**config.mk**
```make
export PLATFORM = sky130hd
export DESIGN_NAME = imt_timer
export DESIGN_NICKNAME = d
export VERILOG_FILES = /design/src/logic/imt_pkg.sv /design/src/logic/imt_timer.sv /design/src/logic/imt_prescaler.sv
export SDC_FILE = /design/constraint.sdc
export NUM_CORES = 1
export LEC_CHECK = 0
export BUFFER_PORTS_ARGS = -buffer_cell sky130_fd_sc_hd__buf_2
export CORE_AREA = 2 2 148 150
export DETAILED_ROUTE_END_ITERATION = 8
export DIE_AREA = 0 0 150 152
export PLACE_DENSITY_LB_ADDON = 0.25
export RECOVER_POWER = 25
export SETUP_SLACK_MARGIN = 0.4
export SLEW_MARGIN = 20
export SYNTH_ARGS = -nofsm -noshare
export SYNTH_HDL_FRONTEND = slang
export SYNTH_SLANG_ARGS = --single-unit
export TNS_END_PERCENT = 50
```
**constraint.sdc**
```tcl
create_clock -name pclk -period 1.8 [get_ports pclk]
set_input_delay 0 -clock pclk [delete_from_list [all_inputs] [get_ports pclk]]
set_output_delay 0 -clock pclk [all_outputs]
set_load 0.005 [all_outputs]
```
**src/logic/imt_pkg.sv**
```systemverilog
// Purpose : Shared constants and types for the interval match timer.
// Assumes : APB slave, 32-bit data, 16-bit registers in the low half.
// Notes   : Printed offsets are halfword spaced; each becomes an index,
//           and the APB byte address is four times that index.

package imt_pkg;

   // ---------------------------------------------------------------
   // Geometry
   // ---------------------------------------------------------------
   localparam int unsigned IMT_CHANNELS  = 2;
   localparam int unsigned IMT_CNT_W     = 16;
   localparam int unsigned IMT_ADDR_W    = 5;
   localparam int unsigned IMT_DATA_W    = 32;
   localparam int unsigned IMT_STRB_W    = 4;
   localparam int unsigned IMT_CKS_W     = 2;
   localparam int unsigned IMT_RATES     = 4;
   localparam int unsigned IMT_PRE_W     = 9;

   // ---------------------------------------------------------------
   // Prescaler: divide by 8, 32, 128, 512 as powers of two
   // ---------------------------------------------------------------
   localparam int unsigned IMT_DIV_LOG [IMT_RATES] = '{3, 5, 7, 9};

   // ---------------------------------------------------------------
   // Register map
   // ---------------------------------------------------------------
   localparam logic [31:0] IMT_OFS_BASE  = 32'hffff83d0;
   localparam logic [31:0] IMT_OFS_RUN   = 32'hffff83d0;
   localparam logic [31:0] IMT_OFS_CSR0  = 32'hffff83d2;
   localparam logic [31:0] IMT_OFS_CNT0  = 32'hffff83d4;
   localparam logic [31:0] IMT_OFS_PER0  = 32'hffff83d6;
   localparam logic [31:0] IMT_OFS_CSR1  = 32'hffff83d8;
   localparam logic [31:0] IMT_OFS_CNT1  = 32'hffff83da;
   localparam logic [31:0] IMT_OFS_PER1  = 32'hffff83dc;

   localparam logic [2:0]  IMT_IDX_RUN   =
      3'((IMT_OFS_RUN  - IMT_OFS_BASE) >> 1);
   localparam logic [2:0]  IMT_IDX_CSR0  =
      3'((IMT_OFS_CSR0 - IMT_OFS_BASE) >> 1);
   localparam logic [2:0]  IMT_IDX_CNT0  =
      3'((IMT_OFS_CNT0 - IMT_OFS_BASE) >> 1);
   localparam logic [2:0]  IMT_IDX_PER0  =
      3'((IMT_OFS_PER0 - IMT_OFS_BASE) >> 1);
   localparam logic [2:0]  IMT_IDX_LAST  =
      3'((IMT_OFS_PER1 - IMT_OFS_BASE) >> 1);
   localparam logic [2:0]  IMT_IDX_STEP  =
      3'((IMT_OFS_CSR1 - IMT_OFS_CSR0) >> 1);

   // ---------------------------------------------------------------
   // Field positions
   // ---------------------------------------------------------------
   localparam int unsigned IMT_CSR_FLAG  = 7;
   localparam int unsigned IMT_CSR_IE    = 6;
   localparam int unsigned IMT_CSR_CKS   = 0;
   localparam int unsigned IMT_LANE_LO   = 0;
   localparam int unsigned IMT_LANE_HI   = 1;

   // ---------------------------------------------------------------
   // Reset values
   // ---------------------------------------------------------------
   localparam logic [15:0] IMT_CNT_RESET = 16'h0000;
   localparam logic [15:0] IMT_PER_RESET = 16'hffff;
   localparam logic [1:0]  IMT_CKS_RESET = 2'h0;

   // ---------------------------------------------------------------
   // Types
   // ---------------------------------------------------------------
   typedef struct packed {
      logic        match_flag;
      logic        match_irq_enable;
      logic [1:0]  clk_sel;
      logic        flag_seen;
      logic [15:0] count;
      logic [15:0] period;
   } imt_chan_type;

   localparam imt_chan_type IMT_CHAN_RESET = '{
      match_flag       : 1'b0,
      match_irq_enable : 1'b0,
      clk_sel          : IMT_CKS_RESET,
      flag_seen        : 1'b0,
      count            : IMT_CNT_RESET,
      period           : IMT_PER_RESET
   };

endpackage

```
**src/logic/imt_timer.sv**
```systemverilog
// Purpose : Two-channel interval match timer behind an APB slave.
// Assumes : APB4 with pstrb; zero wait state; presetn is power-on reset.
// Notes   : Standby reinitialises the timer registers synchronously.
//           Word map, byte address four times the index:
//             0x00 run, 0x04/0x10 control, 0x08/0x14 count,
//             0x0c/0x18 period, channel 0 then channel 1.
//           Read data is captured at the setup edge, so a running
//           count may read one tick old.
//           Only strobe lanes 0 and 1 reach a register.
//
// Summary of operation
// RULE1: two channels, 16-bit counter and period
// RULE2: per-channel choice of four divided rates
// RULE3: select 00/01/10/11 gives div 8/32/128/512
// RULE4: shared run bits, bit0 ch0, bit1 ch1
// RULE5: running counter increments on selected tick
// RULE6: equality clears counter, sets match flag
// RULE7: match flag bit 7, sticky
// RULE8: flag clears by write 0 after read 1
// RULE9: bit 6 enables the match interrupt
// RULE10: separate interrupt request per channel
// RULE11: counter is software readable and writable
// RULE12: period register readable, writable, sets interval
// RULE13: run, control, counter zero on reset, standby
// RULE14: period all ones on reset, standby
// RULE15: reserved bits read zero
// RULE16: 8, 16 and 32-bit accesses accepted
// RULE17: match acts on tick after equality
// RULE18: match beats a counter write
// RULE19: word write beats an increment
// RULE20: byte write keeps other byte, no increment
// RULE21: interrupt level while flag and enable set

`timescale 1ns/10ps

module imt_timer
   import imt_pkg::*;
(
   input  wire logic                    pclk,
   input  wire logic                    presetn,
   input  wire logic                    standby,
   input  wire logic                    psel,
   input  wire logic                    penable,
   input  wire logic                    pwrite,
   input  wire logic [IMT_ADDR_W-1:0]   paddr,
   input  wire logic [IMT_DATA_W-1:0]   pwdata,
   input  wire logic [IMT_STRB_W-1:0]   pstrb,
   output logic      [IMT_DATA_W-1:0]   prdata,
   output logic                         pready,
   output logic                         pslverr,
   output logic      [IMT_CHANNELS-1:0] match_irq
);

   // ---------------------------------------------------------------
   // State
   // ---------------------------------------------------------------
   typedef struct packed {
      logic [IMT_CHANNELS-1:0]  run;
      imt_chan_type [IMT_CHANNELS-1:0] ch;
      logic [IMT_CHANNELS-1:0]  irq;
      logic [IMT_DATA_W-1:0]    rdata;
      logic                     ready;
      logic                     err;
   } imt_state_type;

   imt_state_type st;
   imt_state_type next_st;

   logic [IMT_RATES-1:0] tick;

   // ---------------------------------------------------------------
   // Prescaler
   // ---------------------------------------------------------------
   imt_prescaler #(
      .PRE_W   (IMT_PRE_W)
   ) u_prescaler (
      .pclk    (pclk),
      .presetn (presetn),
      .standby (standby),
      .tick    (tick)
   );

   // ---------------------------------------------------------------
   // Helpers
   // ---------------------------------------------------------------
   // Byte-lane merge; a lane left unstrobed keeps its old value
   function automatic logic [15:0] imt_merge(
      input logic [15:0]           old_val,
      input logic [IMT_DATA_W-1:0] wdata,
      input logic [IMT_STRB_W-1:0] strb
   );
      logic [15:0] res;
      res = old_val;
      if (strb[IMT_LANE_LO])
      begin
         res[7:0] = wdata[7:0];
      end
      if (strb[IMT_LANE_HI])
      begin
         res[15:8] = wdata[15:8];
      end
      return res;
   endfunction

   function automatic logic [15:0] imt_csr_view(input imt_chan_type c);
      logic [15:0] v;
      v = '0;  // RULE15
      v[IMT_CSR_FLAG] = c.match_flag;
      v[IMT_CSR_IE]   = c.match_irq_enable;
      v[IMT_CSR_CKS +: IMT_CKS_W] = c.clk_sel;
      return v;
   endfunction

   // ---------------------------------------------------------------
   // Bus decode
   // ---------------------------------------------------------------
   logic       setup;
   logic       access;
   logic       hit;
   logic [2:0] idx;
   logic       wr;
   logic       rd;

   always_comb
   begin
      idx    = paddr[4:2];
      hit    = (paddr[1:0] == 2'h0) && (idx <= IMT_IDX_LAST);
      setup  = psel & ~penable;
      access = psel & penable & st.ready;
      wr     = access & pwrite & hit;  // RULE16
      rd     = access & ~pwrite & hit;
   end

   // ---------------------------------------------------------------
   // Next state
   // ---------------------------------------------------------------
   logic [15:0]             rview;
   logic [IMT_CHANNELS-1:0] match;
   logic [IMT_CHANNELS-1:0] chan_tick;
   logic [IMT_CHANNELS-1:0] csr_hit;
   logic [IMT_CHANNELS-1:0] cnt_hit;
   logic [IMT_CHANNELS-1:0] per_hit;
   logic [IMT_CHANNELS-1:0] csr_rd;

   // ---------------------------------------------------------------
   // Per-channel decode
   // ---------------------------------------------------------------
   genvar g;
   generate
      for (g = 0; g < IMT_CHANNELS; g++)
      begin : g_chan
         localparam logic [2:0] CSR_IDX =
            3'(IMT_IDX_CSR0 + 3'(g) * IMT_IDX_STEP);
         localparam logic [2:0] CNT_IDX =
            3'(CSR_IDX + IMT_IDX_CNT0 - IMT_IDX_CSR0);
         localparam logic [2:0] PER_IDX =
            3'(CSR_IDX + IMT_IDX_PER0 - IMT_IDX_CSR0);

         assign csr_hit[g] = wr & (idx == CSR_IDX);
         assign cnt_hit[g] = wr & (idx == CNT_IDX);
         assign per_hit[g] = wr & (idx == PER_IDX);
         // Only a read that returned the flag as 1 arms its clear
         assign csr_rd[g]  = rd & (idx == CSR_IDX)
                           & st.rdata[IMT_CSR_FLAG];  // RULE8
         // Tick from the channel's own rate
         assign chan_tick[g] = tick[st.ch[g].clk_sel]
                             & st.run[g];  // RULE2 RULE3 RULE5
         // Equality is acted on only at the following tick
         assign match[g] = chan_tick[g]
                         & (st.ch[g].count == st.ch[g].period);  // RULE17
      end
   endgenerate

   always_comb
   begin
      next_st = st;
      rview   = '0;

      // Run bits
      if (wr && idx == IMT_IDX_RUN && pstrb[IMT_LANE_LO])
      begin
         next_st.run = pwdata[IMT_CHANNELS-1:0];  // RULE4
      end

      for (int c = 0; c < IMT_CHANNELS; c++)
      begin
         // Counter
         if (match[c])
         begin
            next_st.ch[c].count = IMT_CNT_RESET;  // RULE6 RULE18
         end
         else if (cnt_hit[c])
         begin
            next_st.ch[c].count =
               imt_merge(st.ch[c].count, pwdata, pstrb);  // RULE19 RULE20
         end
         else if (chan_tick[c])
         begin
            next_st.ch[c].count = st.ch[c].count + 16'h0001;  // RULE1 RULE11
         end

         // Period
         if (per_hit[c])
         begin
            next_st.ch[c].period =
               imt_merge(st.ch[c].period, pwdata, pstrb);  // RULE12
         end

         // Control and flag
         if (csr_hit[c] && pstrb[IMT_LANE_LO])
         begin
            next_st.ch[c].match_irq_enable = pwdata[IMT_CSR_IE];  // RULE9
            next_st.ch[c].clk_sel =
               pwdata[IMT_CSR_CKS +: IMT_CKS_W];  // RULE3
            // Only a 0 after a read of 1 clears; writing 1 does nothing
            if (st.ch[c].flag_seen && !pwdata[IMT_CSR_FLAG])
            begin
               next_st.ch[c].match_flag = 1'b0;  // RULE8
            end
            next_st.ch[c].flag_seen = 1'b0;
         end
         else if (csr_rd[c])
         begin
            next_st.ch[c].flag_seen = 1'b1;  // RULE8
         end

         // Set wins over a clear in the same cycle
         if (match[c])
         begin
            next_st.ch[c].match_flag = 1'b1;  // RULE6 RULE7
         end
      end

      // Standby reinitialises the timer, not the bus side
      if (standby)
      begin
         next_st.run = '0;  // RULE13
         for (int c = 0; c < IMT_CHANNELS; c++)
         begin
            next_st.ch[c] = IMT_CHAN_RESET;  // RULE13 RULE14
         end
      end

      // Interrupt level follows the registered flag and enable
      for (int c = 0; c < IMT_CHANNELS; c++)
      begin
         next_st.irq[c] = next_st.ch[c].match_flag
                        & next_st.ch[c].match_irq_enable;  // RULE10 RULE21
      end

      // Read data captured at setup; answer in the access cycle
      unique case (idx)
         IMT_IDX_RUN:
         begin
            rview = 16'(st.run);  // RULE15
         end
         IMT_IDX_CSR0:
         begin
            rview = imt_csr_view(st.ch[0]);
         end
         IMT_IDX_CNT0:
         begin
            rview = st.ch[0].count;
         end
         IMT_IDX_PER0:
         begin
            rview = st.ch[0].period;
         end
         3'(IMT_IDX_CSR0 + IMT_IDX_STEP):
         begin
            rview = imt_csr_view(st.ch[1]);
         end
         3'(IMT_IDX_CNT0 + IMT_IDX_STEP):
         begin
            rview = st.ch[1].count;
         end
         3'(IMT_IDX_PER0 + IMT_IDX_STEP):
         begin
            rview = st.ch[1].period;
         end
         default:
         begin
            rview = '0;
         end
      endcase

      next_st.ready = setup;
      if (setup)
      begin
         next_st.rdata = (hit && !pwrite) ? {16'h0000, rview} : '0;
         next_st.err   = ~hit;
      end
      else if (access)
      begin
         next_st.err = 1'b0;
      end
   end

   // ---------------------------------------------------------------
   // Registers
   // ---------------------------------------------------------------
   always_ff @(posedge pclk or negedge presetn)
   begin
      if (!presetn)
      begin
         st.run   <= '0;  // RULE13
         for (int c = 0; c < IMT_CHANNELS; c++)
         begin
            st.ch[c] <= IMT_CHAN_RESET;  // RULE13 RULE14
         end
         st.irq   <= '0;
         st.rdata <= '0;
         st.ready <= 1'b0;
         st.err   <= 1'b0;
      end
      else
      begin
         st <= next_st;
      end
   end

   // ---------------------------------------------------------------
   // Outputs
   // ---------------------------------------------------------------
   assign prdata    = st.rdata;
   assign pready    = st.ready;
   assign pslverr   = st.err;
   assign match_irq = st.irq;

endmodule

```
**src/logic/imt_prescaler.sv**
```systemverilog
// Purpose : Free-running divider giving one-cycle enables per rate.
// Assumes : Single clock domain, pclk.
// Notes   : Held in reset while standby is high.

`timescale 1ns/10ps

module imt_prescaler
   import imt_pkg::*;
#(
   parameter int unsigned PRE_W = IMT_PRE_W
)
(
   input  wire logic                 pclk,
   input  wire logic                 presetn,
   input  wire logic                 standby,
   output logic      [IMT_RATES-1:0] tick
);

   // ---------------------------------------------------------------
   // State
   // ---------------------------------------------------------------
   typedef struct packed {
      logic [PRE_W-1:0]     cnt;
      logic [IMT_RATES-1:0] tick;
   } imt_pre_state_type;

   imt_pre_state_type st;
   imt_pre_state_type next_st;

   logic [IMT_RATES-1:0] wrap;

   // ---------------------------------------------------------------
   // Rate taps
   // ---------------------------------------------------------------
   genvar g;
   generate
      for (g = 0; g < IMT_RATES; g++)
      begin : g_rate
         // Pulse once every 2**log cycles
         assign wrap[g] = &st.cnt[IMT_DIV_LOG[g]-1:0];
      end
   endgenerate

   always_comb
   begin
      next_st = st;
      if (standby)
      begin
         next_st = '0;
      end
      else
      begin
         next_st.cnt  = st.cnt + 1'b1;
         next_st.tick = wrap;
      end
   end

   always_ff @(posedge pclk or negedge presetn)
   begin
      if (!presetn)
      begin
         st <= '0;
      end
      else
      begin
         st <= next_st;
      end
   end

   assign tick = st.tick;

endmodule

```
# ---- Word-level counts from Yosys, hierarchy flattened
# Index checks and enable logic that the tools add are counted.
dict set report word_totals {
  reg_bits 125
  inputBits 47
  output_inout_bits 36
  elab_cells 134
}
dict set report classes {
  addsub 3
  n_lt_le_gt_ge 3
  n_eq_ne 12
  n_mux 31
  bitwise_logic 26
  n_reduce_logical 36
}
# cell count
set op_table {}
lappend op_table {{$mux 16} 9}
lappend op_table {{$pmux 16 s7} 1}
lappend op_table {{$mux 76} 1}
lappend op_table {{$add 16x1->16 const B} 2}
lappend op_table {{$eq 16x16->1} 2}
lappend op_table {{$and 1x1->1} 23}
lappend op_table {{$mux 8} 2}
lappend op_table {{$ne 4x4->1 const B} 4}
lappend op_table {{$reduce_and 2->1} 8}
lappend op_table {{$reduce_bool 2->1} 8}
lappend op_table {{$mux 13} 1}
lappend op_table {{$mux 1} 12}
lappend op_table {{$add 9x1->9 const B} 1}
lappend op_table {{$eq 3x3->1 const B} 3}
lappend op_table {{$reduce_and 9->1} 1}
lappend op_table {{$logic_and 1x1->1} 8}
lappend op_table {{$mux 4} 2}
lappend op_table {{$reduce_bool 4->1} 2}
lappend op_table {{$reduce_and 7->1} 1}
lappend op_table {{$eq 3x2->1 const B} 2}
lappend op_table {{$lt 2x3->1 const B} 2}
lappend op_table {{$reduce_bool 3->1} 2}
lappend op_table {{$reduce_and 5->1} 1}
lappend op_table {{$bmux 1 s2} 2}
lappend op_table {{8 further kinds} 11}

# ---- Depth between registers and ports, before layout
dict set report depth {
  ltp_word 10
  mapped_depth 9
  depth_no_buf 7
}

# ---- Cells and area by module
# Synthesis repeated with hierarchy kept, for this count alone.
dict set report unflattened {
  hier_cells 688
  area_unflattened_um2 6623.9
}
# module instances cells_per_inst area_each_um2 seq_area_each_um2
set modules_own_cells {}
lappend modules_own_cells {imt_timer 1 636 6048.3 2442.3}
lappend modules_own_cells {imt_prescaler 1 52 575.6 325.3}

# ---- Least setup slack after synthesis
# Ideal clock, no wire load.
dict set report synth_path {
  path_type {register to register}
  start {reg st[89] in the netlist's numbering}
  end {reg st[104] in the netlist's numbering}
  setup_ns 0.084
  t_arrival_ns 1.822
  required_ns 1.716
  path_slack_ns -0.106
  stages_incl_launch_ff 7
  n_path_buf 0
  synth_period_minus_slack_ns 1.906
  cell_sequence {dfrtp_1 and2_4 nand4_4 or3_4 or2_4 o41a_1 o22ai_1}
}
dict set report synth_via {
  elab_chain_len 5
  elab_cells_between_ends 10
  classes_between {1 x add/sub; 2 x eq/ne; 4 x mux; 1 x bitwise; 2 x reduce/logical}
}
# item line_no
set synth_lines {}
lappend synth_lines {{start, declared} imt_timer.sv:66} ;# imt_state_type st;
lappend synth_lines {{start signal, assigned} imt_timer.sv:318} ;# st <= next_st;
lappend synth_lines {{$add 16x1->16} imt_timer.sv:199} ;# next_st.ch[c].count = st.ch[c].count + 16'h0001;
lappend synth_lines {{$mux 16} imt_timer.sv:197} ;# else if (chan_tick[c])
lappend synth_lines {{$mux 16} imt_timer.sv:192} ;# else if (cnt_hit[c])
lappend synth_lines {{$mux 16} imt_timer.sv:188} ;# if (match[c])
lappend synth_lines {{$mux 76} imt_timer.sv:235} ;# if (standby)
# Parallel ways exist; a longest one is shown, timed or not. The select of a mux whose other input is x is not followed.
# A chain may end at the register's enable or synchronous reset.

# ---- Worst setup path in the final report
dict set report layout_path {
  start {reg st[49] in the netlist's numbering}
  end {reg st[66] in the netlist's numbering}
}
dict set report layout_via {
  elab_chain_len 4
  elab_cells_between_ends 7
  classes_between {2 x eq/ne; 2 x mux; 1 x bitwise; 2 x reduce/logical}
}
# item line_no
set layout_lines {}
lappend layout_lines {{$eq 16x16->1 *} imt_timer.sv:170} ;# & (st.ch[g].count == st.ch[g].period);
lappend layout_lines {{$and 1x1->1 *} imt_timer.sv:170}
lappend layout_lines {{$ne 4x4->1 (no source line) (tied with other cells)} n/a}
lappend layout_lines {{$reduce_and 2->1 (no source line) or $mux 76 (tied branches)} n/a}
# Every way passes the cells marked *; elsewhere a longest branch is shown, timed or not.

==> flow_summary.ini <==
[status]
status = complete, but fails checks
violations = negative setup slack

[setup_path]
crit_path_start_kind = flip-flop
r2r-start = st[49]$_DFFE_PN1P_
reg2reg_depth = 8
worst_ep_required_time_ns = 2.04
worstSetupPathType = reg2reg
regToRegSetupSlack_ns = -0.14
critical_path.max_fanout = 8
worstSetupEndpoint = st[66]$_DFFE_PN0P_
end_kind = flip-flop
crit_path_start = st[49]$_DFFE_PN1P_
r2r_end = st[66]$_DFFE_PN0P_
cp.arrival_ns = 2.19

[floorplan]
coreArea_sq_um = 21350
chipHeight_um = 152
ios = 83
rows = 54
die_w_um = 150
initial_utilization_pct = 29.53
die-area_sq_um = 22800

[global_route]
grt.total_usage_pct = 18.45
grt_pass1_vias = 5543
grt_max_degree = 41
overflow = 0
grt_antenna_before_repair = 1
grt_pass1_wl_um = 32360

[placed_design]
port_buffers = 48
dp_hpwl_um = 15190
gp_congestion = 0.8498
dpl_cell_area_sq_um = 7570

[clocking]
numCtsBuffers = 9
insertion_delay_ns = 0.37
cts_tree = built
clockBufferDepth = 2
htree_levels = 3
clk_pin_slew_ns = 0.08
clock-root-buffer = clkbuf_16
cts_num_sinks = 109

[synth]
syn_area_per_cell_sq_um = 9.111
synth-main-ff-cell = dfrtp_1
yosys_register_bits = 109
synth.distinct_cells = 58
synth_top_area_share_pct = 30.56
syn_inst = 692
synthTopCellsByArea = dfrtp_1 (31%), dfstp_2 (13%), a21oi_1 (5.4%)
synth_commonest_cells = dfrtp_1 (77), nor2_1 (71), a21oi_1 (68), nand2_1 (58), buf_4 (34)
synth.cell_area_sq_um = 6305
synthArstFlopShare_pct = 100.0
synth-edff-count = 0
yosysSeqAreaShare_pct = 43.90
synth_most_common_cell = dfrtp_1
synth.largest_area_cell = dfrtp_1
yosysWarnings = 0

[timing]
maxClockFrequency_mhz = 514.3
fin_worst_skew_ns = 0.01133
maxSlewViolCount = 0
rsz0062_at_grt = true
tightest_slew_ns = 0.9739
fin_crit_sh_pct = 108.0
fin_ws_ns = -0.1444
holdWs_ns = 0.01444
period_minus_slack_ns = 1.944
relSlewSlack_pct = 35.08
hold_viol_final = 0
fin_setup_tns_ns = -2.124
setup_violations = 26

[drt]
antenna_left = 0
drtIter0Drc = 470
totalWireLength_um = 21050
wl_per_cell_um = 19.07
drcViolationCount = 0
dr_total_vias = 5752
via_per_inst = 5.210
dr.pass1.iters = 5

[final_layout]
diodes = 0
multi_input_area_sq_um = 3931
seq_area_sq_um = 2770
layout-drive-gt1-share_pct = 42.11
post-route-cell-area_sq_um = 8887
nets = 872
synthToLayoutAreaGrowth_pct = 40.96
final_util_pct = 41.63
fillers = 2143

[pwr]
fin_total_pwr_w = 0.005400
p_per_area_nw_per_um2 = 607.6
leakage_nw = 3.676
peakVddDrop_mv = 0.3679

[run]
cap_violations = 0

[worst_hold_path]
hold_class = in2reg
holdPathStages = 3
-- sequential cells by signal, summed over array words and instances (netlist names) --
signal            count
st                   76
prdata               16
u_prescaler.st        9
u_prescaler.tick      4
match_irq             2
pready                1
pslverr               1
-- cells in the final DEF (no fill, tap or decap), types with 20 or more instances in the layout --
| cell | instances |
|---|---|
| a21oi_1 | 47 |
| dfrtp_1 | 75 |
| xnor2_1 | 21 |
| dfstp_2 | 32 |
| buf_4 | 87 |
| nor2_1 | 60 |
| nand2_1 | 39 |
| buf_2 | 47 |
| buf_6 | 20 |
| a22o_1 | 26 |
-- layout make-up --
class                           count  area share (%)
Sequential cell                   109           31.17
Tap cell                          280           3.942
Clock inverter                      7          0.7321
Clock buffer                        9           2.534
Multi-Input combinational cell    508           44.23
Timing Repair Buffer              182           17.01
Inverter                            9          0.3801
-- cell families (layout without fill, tap and decap cells) --
logic type                 after synthesis  count (layout)  synth area share [%]
muxes                                   14              14                 2.659
xor gates and xnor gates                35              35                 4.862
adders and majority gates                6               6                 1.191
and+or+nand+nor                        235             237                 18.22
other                                    1              16               0.05948
AOI/OAI and AO/OA                      200             200                 21.02
buffers and inverters                   92             207                 8.097
DFF                                    109             109                 43.90
-- how the worst min path moves through the flow --
stage / startpoint / end / slack [ns]
final: pwdata[11] / st[63]$_DFFE_PN0P_ / 0.01
after global routing: pwdata[0] / st[110]$_DFFE_PN0P_ / 0.02
after global placement: presetn / u_prescaler.tick[1]$_DFF_PN0_ / -0.004
after detailed placement: presetn / u_prescaler.tick[1]$_DFF_PN0_ / 0.001
after floorplan: presetn / match_irq[0]$_DFF_PN0_ / -0.30
after CTS: pwdata[11] / st[63]$_DFFE_PN0P_ / 0.002
-- per-stage QoR --
step                      setup WS (ns)  instances
after floorplan                0.005542        707
after global placement          -0.2749       1059
after detailed placement        -0.2899       1059
after CTS                       -0.1344       1095
after global routing            -0.2215       1104
final                           -0.1444       1104
-- critical path: stages (launching register included) --
cell and delay (ns):
dfstp_2 0.55, xnor2_2 0.11, nand4_1 0.20, nor4_4 0.40
buf_4 0.18, a221oi_4 0.06, buf_12 0.15, o311ai_2 0.06
o21ai_1 0.10
-- per-layer routing --
metal	global-route usage [%]	wire length (um)	up-vias
li1	-	-	2731
met1	27.25	9941	2848
met2	27.88	9738	148
met3	1.562	903	25
met4	7.098	467	0
met5	0	0	-
-- power breakdown --
part / total (W) / switching, W / internal (W) / leakage (nW)
logic: 0.000742 / 0.000435 / 0.000307 / 2.13
clock network: 0.00201 / 0.00104 / 0.000976 / 0.140
registers: 0.00264 / 0.0000746 / 0.00257 / 1.40
-- what timing repair did --
| action | in CTS | in global routing |
|---|---|---|
| setup buffers | 8 | 7 |
| hold buffers | 11 | 0 |
| endpoints found under the setup margin | 81 | 91 |
| pin swaps | 38 | 47 |
| gates cloned | 1 | 2 |
| hold endpoints to repair | 59 | 0 |
| resized for setup | 72 | 90 |
(Power assumes the default switching activity.)
